--- src/design/pmt_pkg.sv ---
// package: register map, field layout and shared types of the period timer
package pmt_pkg;

  // register offsets; some printed offsets are not multiples of four, so the
  // printed values are indices and byte address is four times the index
  localparam logic [7:0]  PMT_IDX_FLAGS   = 8'h0C;
  localparam logic [7:0]  PMT_IDX_COUNT   = 8'h11;
  localparam logic [7:0]  PMT_IDX_CONTROL = 8'h12;
  localparam logic [7:0]  PMT_IDX_ENABLES = 8'h8C;
  localparam logic [7:0]  PMT_IDX_PERIOD  = 8'h92;

  // field positions
  localparam int          PMT_PRE_LSB     = 0;
  localparam int          PMT_RUN_BIT     = 2;
  localparam int          PMT_POST_LSB    = 3;
  localparam int          PMT_MATCH_BIT   = 1;

  // reset values
  localparam logic [7:0]  PMT_RST_COUNT   = 8'h00;
  localparam logic [7:0]  PMT_RST_PERIOD  = 8'hFF;
  localparam logic [6:0]  PMT_RST_CONTROL = 7'h00;
  localparam logic [7:0]  PMT_CTRL_MASK   = 8'h7F;

  // prescaler terminal counts (divide minus one)
  localparam logic [3:0]  PMT_PRE_DIV1    = 4'h0;
  localparam logic [3:0]  PMT_PRE_DIV4    = 4'h3;
  localparam logic [3:0]  PMT_PRE_DIV16   = 4'hF;

  // apb transfer phase of the slave, one-hot encoded
  typedef enum logic [2:0] {
    PMT_IDLE   = 3'b001,
    PMT_SETUP  = 3'b010,
    PMT_ACCESS = 3'b100
  } pmt_phase_e;

  // control register fields
  typedef struct packed {
    logic [3:0] postSel;
    logic       runBit;
    logic [1:0] preSel;
  } pmt_ctrl_s;

  // time-base outputs grouped for the serial port and pwm unit
  typedef struct packed {
    logic       matchPulse;
    logic       wrapPulse;
    logic [7:0] count;
    logic [7:0] period;
  } pmt_tbase_s;

endpackage : pmt_pkg

--- src/design/pmt_prescaler.sv ---
// prescaler: divides the instruction clock into counting ticks
module pmt_prescaler
  import pmt_pkg::*;
(
  input  wire logic       sys_clk,
  input  wire logic       resetn,
  input  wire logic [1:0] preSel,
  input  wire logic       runBit,
  input  wire logic       clearScalers,
  output logic            tick
);

  typedef struct packed {
    logic [3:0] cnt;
  } pmt_pre_state_s;

  pmt_pre_state_s state_reg;
  pmt_pre_state_s state_next;
  logic [3:0]     terminal;

  // 00 divides by one, 01 by four, 1x by sixteen
  always_comb begin
    if (preSel[1]) begin
      terminal = PMT_PRE_DIV16;
    end else if (preSel[0]) begin
      terminal = PMT_PRE_DIV4;
    end else begin
      terminal = PMT_PRE_DIV1;
    end
  end

  // counter holds while stopped, restarts from zero on a clear
  always_comb begin
    state_next = state_reg;
    tick       = 1'b0;
    if (clearScalers) begin
      state_next.cnt = 4'h0;
    end else if (runBit) begin
      if (state_reg.cnt >= terminal) begin
        state_next.cnt = 4'h0;
        tick           = 1'b1;
      end else begin
        state_next.cnt = state_reg.cnt + 4'h1;
      end
    end
  end

  always_ff @(posedge sys_clk or negedge resetn) begin
    if (!resetn) begin
      state_reg <= '0;
    end else begin
      state_reg <= state_next;
    end
  end

endmodule : pmt_prescaler

--- src/design/pmt_postscaler.sv ---
// postscaler: passes one in N period matches on to the flag
module pmt_postscaler
  import pmt_pkg::*;
(
  input  wire logic       sys_clk,
  input  wire logic       resetn,
  input  wire logic [3:0] postSel,
  input  wire logic       match,
  input  wire logic       clearScalers,
  output logic            fire
);

  typedef struct packed {
    logic [3:0] cnt;
  } pmt_post_state_s;

  pmt_post_state_s state_reg;
  pmt_post_state_s state_next;

  // ratio is postSel plus one; match only arrives while running
  always_comb begin
    state_next = state_reg;
    fire       = 1'b0;
    if (clearScalers) begin
      state_next.cnt = 4'h0;
    end else if (match) begin
      if (state_reg.cnt >= postSel) begin
        state_next.cnt = 4'h0;
        fire           = 1'b1;
      end else begin
        state_next.cnt = state_reg.cnt + 4'h1;
      end
    end
  end

  always_ff @(posedge sys_clk or negedge resetn) begin
    if (!resetn) begin
      state_reg <= '0;
    end else begin
      state_reg <= state_next;
    end
  end

endmodule : pmt_postscaler

--- src/design/pmt_timer.sv ---
// top: 8-bit period match timer with apb register slave and interrupt
module pmt_timer
  import pmt_pkg::*;
(
  input  wire logic        sys_clk,
  input  wire logic        resetn,
  input  wire logic        psel,
  input  wire logic        penable,
  input  wire logic        pwrite,
  input  wire logic [11:0] paddr,
  input  wire logic [31:0] pwdata,
  input  wire logic [3:0]  pstrb,
  output logic      [31:0] prdata,
  output logic             pready,
  output logic             pslverr,
  output logic             irq,
  output pmt_tbase_s       timeBase
);

  // whole module state in one struct
  typedef struct packed {
    pmt_phase_e  phase;
    logic [7:0]  count;
    logic [7:0]  period;
    pmt_ctrl_s   ctrl;
    logic        matchFlag;
    logic        matchIrqEn;
    logic [31:0] rdata;
    logic        ready;
    logic        slverr;
    logic        irq;
    pmt_tbase_s  tbase;
  } pmt_state_s;

  pmt_state_s state_reg;
  pmt_state_s state_next;

  logic       tick;
  logic       periodMatch;
  logic       postFire;
  logic       clearScalers;
  logic       wrCount;
  logic       wrCtrl;
  logic       wrFlags;
  logic       wrEnables;
  logic       wrPeriod;
  logic       accessDone;
  logic       mapped;

  // decode a word index from a byte address; misaligned gives no match
  function automatic logic hit(input logic [11:0] addr,
                               input logic [7:0]  idx);
    hit = (addr[1:0] == 2'b00) && (addr[9:2] == idx) && !addr[11] &&
          !addr[10];
  endfunction : hit

  // register write strobes fire at the access edge, lane 0 must be on
  assign accessDone = psel && penable && state_reg.ready;
  assign mapped     = hit(paddr, PMT_IDX_FLAGS) ||
                      hit(paddr, PMT_IDX_COUNT) ||
                      hit(paddr, PMT_IDX_CONTROL) ||
                      hit(paddr, PMT_IDX_ENABLES) ||
                      hit(paddr, PMT_IDX_PERIOD);
  assign wrCount    = accessDone && pwrite && pstrb[0] &&
                      hit(paddr, PMT_IDX_COUNT);
  assign wrCtrl     = accessDone && pwrite && pstrb[0] &&
                      hit(paddr, PMT_IDX_CONTROL);
  assign wrFlags    = accessDone && pwrite && pstrb[0] &&
                      hit(paddr, PMT_IDX_FLAGS);
  assign wrEnables  = accessDone && pwrite && pstrb[0] &&
                      hit(paddr, PMT_IDX_ENABLES);
  assign wrPeriod   = accessDone && pwrite && pstrb[0] &&
                      hit(paddr, PMT_IDX_PERIOD);

  // scaler counters restart on count or control writes
  assign clearScalers = wrCount || wrCtrl;

  // match is seen on the tick that would advance past the period
  assign periodMatch = tick && (state_reg.count == state_reg.period);

  pmt_prescaler u_pre (
    .sys_clk      (sys_clk),
    .resetn       (resetn),
    .preSel       (state_reg.ctrl.preSel),
    .runBit       (state_reg.ctrl.runBit),
    .clearScalers (clearScalers),
    .tick         (tick)
  );

  pmt_postscaler u_post (
    .sys_clk      (sys_clk),
    .resetn       (resetn),
    .postSel      (state_reg.ctrl.postSel),
    .match        (periodMatch),
    .clearScalers (clearScalers),
    .fire         (postFire)
  );

  // next-state logic: apb phases, counter, flag, interrupt, outputs
  always_comb begin
    state_next             = state_reg;
    state_next.tbase.matchPulse = 1'b0;
    state_next.tbase.wrapPulse  = 1'b0;

    // apb slave answers with one wait state: ready rises in access
    case (state_reg.phase)
      PMT_IDLE: begin
        state_next.ready  = 1'b0;
        state_next.slverr = 1'b0;
        if (psel && !penable) begin
          state_next.phase = PMT_SETUP;
        end
      end
      PMT_SETUP: begin
        state_next.phase  = PMT_ACCESS;
        state_next.ready  = 1'b1;
        state_next.slverr = !mapped;
        state_next.rdata  = 32'h0000_0000;
        if (!pwrite) begin
          if (hit(paddr, PMT_IDX_FLAGS)) begin
            state_next.rdata[PMT_MATCH_BIT] = state_reg.matchFlag;
          end
          if (hit(paddr, PMT_IDX_ENABLES)) begin
            state_next.rdata[PMT_MATCH_BIT] = state_reg.matchIrqEn;
          end
          if (hit(paddr, PMT_IDX_COUNT)) begin
            state_next.rdata[7:0] = state_reg.count;
          end
          if (hit(paddr, PMT_IDX_CONTROL)) begin
            state_next.rdata[6:0] = state_reg.ctrl;
          end
          if (hit(paddr, PMT_IDX_PERIOD)) begin
            state_next.rdata[7:0] = state_reg.period;
          end
        end
      end
      PMT_ACCESS: begin
        state_next.phase  = PMT_IDLE;
        state_next.ready  = 1'b0;
        state_next.slverr = 1'b0;
      end
      default: begin
        state_next.phase = PMT_IDLE;
        state_next.ready = 1'b0;
      end
    endcase

    // counting: a software write wins over the tick in the same cycle
    if (wrCount) begin
      state_next.count = pwdata[7:0];
    end else if (tick) begin
      if (periodMatch) begin
        state_next.count = 8'h00;
        state_next.tbase.matchPulse = 1'b1;
        state_next.tbase.wrapPulse  = 1'b1;
      end else begin
        state_next.count = state_reg.count + 8'h01;
      end
    end

    // control write sets only control and restarts the scalers, not the count
    if (wrCtrl) begin
      state_next.ctrl = pwdata[6:0];
    end
    if (wrPeriod) begin
      state_next.period = pwdata[7:0];
    end
    if (wrEnables) begin
      state_next.matchIrqEn = pwdata[PMT_MATCH_BIT];
    end

    // sticky flag: writing one clears it, a new event in that cycle wins
    if (wrFlags && pwdata[PMT_MATCH_BIT]) begin
      state_next.matchFlag = 1'b0;
    end
    if (postFire) begin
      state_next.matchFlag = 1'b1;
    end

    // level irq computed from next values so it tracks with no extra lag
    state_next.irq = state_next.matchFlag && state_next.matchIrqEn;

    state_next.tbase.count  = state_next.count;
    state_next.tbase.period = state_next.period;
  end

  // single register bank; async reset loads constants only
  always_ff @(posedge sys_clk or negedge resetn) begin
    if (!resetn) begin
      state_reg              <= '0;
      state_reg.phase        <= PMT_IDLE;
      state_reg.count        <= PMT_RST_COUNT;
      state_reg.period       <= PMT_RST_PERIOD;
      state_reg.ctrl         <= PMT_RST_CONTROL;
      state_reg.tbase.period <= PMT_RST_PERIOD;
    end else begin
      state_reg <= state_next;
    end
  end

  assign prdata   = state_reg.rdata;
  assign pready   = state_reg.ready;
  assign pslverr  = state_reg.slverr;
  assign irq      = state_reg.irq;
  assign timeBase = state_reg.tbase;

endmodule : pmt_timer

--- config.mk ---
export PLATFORM = sky130hd
export DESIGN_NAME = pmt_timer
export DESIGN_NICKNAME = d
export VERILOG_FILES = /design/src/design/pmt_pkg.sv /design/src/design/pmt_prescaler.sv /design/src/design/pmt_postscaler.sv /design/src/design/pmt_timer.sv
export SDC_FILE = /design/constraint.sdc
export NUM_CORES = 1
export LEC_CHECK = 0
export BUFFER_PORTS_ARGS = -buffer_cell sky130_fd_sc_hd__buf_2
export CAP_MARGIN = 20
export CORE_MARGIN = 2
export CORE_UTILIZATION = 50
export DETAILED_ROUTE_END_ITERATION = 16
export PLACE_DENSITY = 0.8
export SETUP_SLACK_MARGIN = 0.15
export SLEW_MARGIN = 10
export SYNTH_ARGS = -nofsm -noshare
export SYNTH_HDL_FRONTEND = slang
export SYNTH_SLANG_ARGS = --single-unit
--- constraint.sdc ---
create_clock -name sys_clk -period 3.5 [get_ports sys_clk]
set_clock_uncertainty 0.15 [all_clocks]
set_input_delay 0.35 -clock sys_clk [delete_from_list [all_inputs] [get_ports sys_clk]]
set_output_delay 0.35 -clock sys_clk [all_outputs]
set_load 0.005 [all_outputs]
======== Yosys cells after proc, flatten, opt, wreduce, memory -nomap -nowiden ========
Index checks and enable logic that the tools add are counted.
word-level totals
  word-level logic and storage cells ...... 107
  register bits after elaboration ......... 49
  input bits .............................. 53
operators by class
  mux-type cells .......................... 33
  equal/unequal tests ..................... 10
  $add $sub $neg .......................... 3
  reduce and logical (&&, ||, !) cells .... 43
  magnitude comparators ................... 2
operators by type and width
  kind                   count
  $mux W8                6
  $logic_and A1 B1 Y1    28
  $mux W4                7
  $eq A8 B5 Y1 const B   2
  $eq A8 B8 Y1 const B   2
  $mux W1                12
  $add A4 B1 Y4 const B  2
  $add A8 B1 Y8 const B  1
  $eq A8 B4 Y1 const B   1
  $eq A8 B8 Y1           1
  $ge A4 B4 Y1           2
  $mux W2                4
  $reduce_bool A2 Y1     4
  $mux W7                1
  $pmux W3 S2            1
  $logic_or A1 B1 Y1     5
  $logic_not A1 Y1       4
  $eq A3 B1 Y1 const B   1
  $eq A3 B2 Y1 const B   1
  $eq A3 B3 Y1 const B   1
  $mux W3                1
  $logic_not A2 Y1       1
  $ne A2 B2 Y1 const B   1
  $pmux W1 S2            1
  $reduce_or A2 Y1       1

======== Depth between registers and ports, before layout ========
  word-level depth ........................ 12
  mapped depth ............................ 9
  gate-level depth less buffers ........... 8

======== Hierarchy ========
A second synthesis with hierarchy kept.
second synthesis, totals
  cell total of the unflattened synthesis .. 331
  area, all modules ....................... 3285.7 um^2
by module, submodules not included
  module          cells an instance  area an instance (um^2)  times used  seq. area each (um^2)
  pmt_timer       260                2595.0                   1           1012.2
  pmt_prescaler   36                 347.8                    1           100.1
  pmt_postscaler  35                 342.8                    1           100.1

======== Worst setup path before layout ========
Ideal clock, no wire load.
  path type ............................... flip-flop to flip-flop
  from .................................... register state_reg[56] (netlist name)
  to ...................................... register u_post.state_reg[2] (netlist name)
  stages on the path, launching flop included .. 9
  period minus slack after synthesis ...... 2558 ps
  setup time .............................. 64 ps
  setup slack ............................. 942 ps
  arrival time ............................ 2345 ps
  cell sequence ........................... dfrtp_1 -> or2_2 -> ha_1 -> nand2b_1 -> a2111oi_0 -> nor3_1 -> a21boi_1 -> o21bai_1 -> a21o_1
on the way
  cells in the longest elaborated chain, start to end .. 7
ends and longest elaborated chain
  what                          line                  text
  from (decl)                   pmt_timer.sv:35       pmt_state_s state_reg;
  from (signal assigned)        pmt_timer.sv:197      state_reg <= state_next;
  $mux W4                       pmt_prescaler.sv:23   if (preSel[1]) begin
  $ge A4 B4 Y1                  pmt_prescaler.sv:39   if (state_reg.cnt >= terminal) begin
  $mux W1                       pmt_prescaler.sv:39
  $mux W1                       pmt_prescaler.sv:38   end else if (runBit) begin
  $mux W1                       pmt_prescaler.sv:36   if (clearScalers) begin
  $logic_and A1 B1 Y1           pmt_timer.sv:79       assign periodMatch = tick && (state_reg.count == state_reg.period);
  $reduce_bool A2 Y1 (no line)  n/a
  to (signal assigned)          pmt_postscaler.sv:40  state_reg <= state_next;
  to (decl)                     pmt_postscaler.sv:17  pmt_post_state_s state_reg;
Every way passes these cells.
A chain may end at the register's enable or synchronous reset.

======== Worst setup path after layout ========
Ends and elaborated chain as after synthesis.

==> flow_summary.yaml <==
sta:
  tns_ns: 0
  timing_worst_slew_pin_value_ns: 0.920
  max_clock_freq_mhz: 331
  period_share: 0.863
  layout_setup_ws_ns: 0.479
  finalMaxSlewViolations: 0
  setup_viol: 0
  finalCriticalPeriod_ns: 3.02
  rsz0062_at_grt: "false"
  max_slew_margin: 0.382
  hold_viol_final: 0
cts:
  cts_buffer_depth: 2
  hold_buffers: 0
  cts.sinks: 48
  cts_tree: "done"
  clk_latency_ns: 0.31
  post_cts_buffers: 0
  cts_root_buf: "clkbuf_8"
  htree_levels: 2
  cts.reportedPaths.clkPinSlew_ns: 0.08
  numCtsBuffers: 5
  cts_resized: 0
worst_setup_path:
  cp-end-kind: "register"
  required_ns: 3.60
  arrival_ns: 3.12
  crit_type: "reg2reg"
  start_kind: "register"
  path_max_fanout: 7
synthesis:
  ys_seq_elements: 48
  synth-edff-count: 0
  synth-main-ff-cell: "dfrtp_1"
  syn_inst: 331
  synthArstFlopShare: 1.00
  yosysSeqAreaShare: 0.395
  ys_types: 53
  yosys_warnings: 0
  synth_area_per_cell_um2: 9.28
  syn_area_um2: 3070
routing:
  detailroute.via_count: 2411
  routed_wl_um: 6620
  drtIter0Drc: 253
  firstDrtPassIters: 5
  wl_per_cell_um: 15.3
  ant_nets: 0
  drc: 0
  avgViaCountPerCell: 5.57
finish:
  drive_above_1_share: 0.271
  area_growth_pct: 5.62
  n_antenna_cell: 0
  finalNonFillerCells: 433
  finalNetCount: 421
  largest_reg_flops: 17
die:
  initial_core_util: 0.519
  die_w_um: 82.4
  die_h_um: 82.4
  ios: 106
  core_area_um2: 5920
  rows: 28
  die_area_um2: 6790
global_route:
  grt_usage: 0.204
  grt_pass1_wl_um: 10400
  grt_pass1_vias: 2192
  grt_overflow: 0
  grt_max_degree: 49
  antenna_found_initial: 0
placed_design:
  post-place-ws_ns: 0.553
  io_buffer_count: 54
  dp.cells: 423
  place_congestion: 0.859
  dp_hpwl_um: 4930
power_and_ir_drop:
  p_leak_nw: 1.62
  vdd_drop_max_v: 0.000208
  powerDensity_nw_per_um2: 427
status:
  status: "finished, final reports clean"
job:
  cap_violations: 0
min_path:
  hold_class: "in2reg"
## layout make-up
class / instances / area, um2
clock buffers: 6 / 72.6
clock inverters: 2 / 35.0
fillers: 548 / 2680
inverters: 15 / 56.3
multi-input cells: 228 / 1450
flip-flops and latches: 48 / 1210
well taps: 75 / 93.8
repair buffers: 59 / 323
## per-stage QoR
step	hold slack (ns)	utilization	instance area [um2]	power [mW]
after floorplan	-0.0956	-	3160	0.977
after global placement	0.304	0.525	3110	0.984
after detailed placement	0.312	0.525	3110	0.996
after CTS	0.0729	0.543	3210	1.39
after global routing	0.0681	0.548	3240	1.48
final	0.0839	0.548	3240	1.39
## layout by cell type, fill, tap and decap left out, types with 3 or more instances in the layout
cell,n
buf_2,54
dfrtp_1,39
nand2_1,35
conb_1,24
nor2_1,16
inv_1,15
o21ai_0,14
nand3_1,12
ha_1,11
mux2_2,10
dfstp_2,9
xnor2_1,8
o31ai_1,7
o22ai_1,7
nor3_1,6
a222oi_1,6
or2_2,5
clkbuf_8,5
nand2b_1,4
or3_1,4
nand4_1,4
nor4_1,4
a21oi_1,4
a21o_1,4
a221o_1,4
and3_1,3
and2_1,3
a211o_1,3
buf_4,3
## critical path, stage by stage, from the launching register on
cell and delay, ns:
dfrtp_1 0.43, or2_2 0.32, ha_1 0.27, nand2b_1 0.15
a2111oi_0 0.70, nor3_1 0.33, a21boi_1 0.34, o21bai_1 0.16
a21o_1 0.13
## cell usage after synthesis, drive strengths merged (3+ instances only)
| library cell | count | area [um2] |
|---|---|---|
| a211o | 3 | 26.3 |
| a21o | 4 | 30.0 |
| a21oi | 4 | 20.0 |
| a221o | 4 | 40.0 |
| a222oi | 6 | 60.1 |
| and2 | 3 | 18.8 |
| and3 | 3 | 18.8 |
| buf | 55 | 408 |
| clkbuf | 8 | 30.0 |
| dfrtp | 39 | 976 |
| dfstp | 9 | 236 |
| ha | 11 | 138 |
| inv | 15 | 56.3 |
| mux2 | 10 | 113 |
| nand2 | 35 | 131 |
| nand2b | 5 | 33.8 |
| nand3 | 12 | 60.1 |
| nand4 | 4 | 25.0 |
| nor2 | 18 | 72.6 |
| nor3 | 6 | 30.0 |
| nor4 | 6 | 50.0 |
| o21ai | 15 | 75.1 |
| o22ai | 7 | 43.8 |
| o31ai | 7 | 52.6 |
| or2 | 6 | 40.0 |
| or3 | 4 | 25.0 |
| or4 | 3 | 30.0 |
| xnor2 | 8 | 70.1 |
## routing by layer
layer	global-route usage	part of all wire
met1	0.274	0.43
met2	0.316	0.47
met3	0.0489	0.075
met4	0.0850	0.025
met5	0	0
## power by group
group	total, mW	switching (mW)	internal (mW)
Sequential	0.706	0.0849	0.621
Clock	0.396	0.184	0.212
Combinational	0.283	0.138	0.145
Total	1.39	0.407	0.979
## final timing paths
kind                                from             endpoint  slack (ns)  depth (start not counted)
max                        state_reg[56]  u_post.state_reg[2]        0.48                          8
min                              penable        state_reg[79]        0.08                          2
max in group asynchronous         resetn          timeBase[4]        2.25                          3
min in group asynchronous         resetn   u_pre.state_reg[2]        0.36                          2
max reg2reg                state_reg[56]  u_post.state_reg[2]        0.48                          8
min reg2reg                    prdata[5]            prdata[5]        0.33                          2
## cell families (layout without fill, tap and decap cells)
family                   Yosys count  in the layout  share of synthesized area
AND/OR/NAND/NOR                  110            110                      0.187
buffers and inverters             78             82                      0.161
AO/OA/AOI/OAI                     64             64                      0.149
flip-flops                        48             48                      0.395
adder cells (fa/ha/maj)           11             11                     0.0448
multiplexers                      10             10                     0.0367
XOR/XNOR                           9              9                     0.0257
other                              1             24                    0.00122
Note: power is estimated with default switching activity, not from simulation.
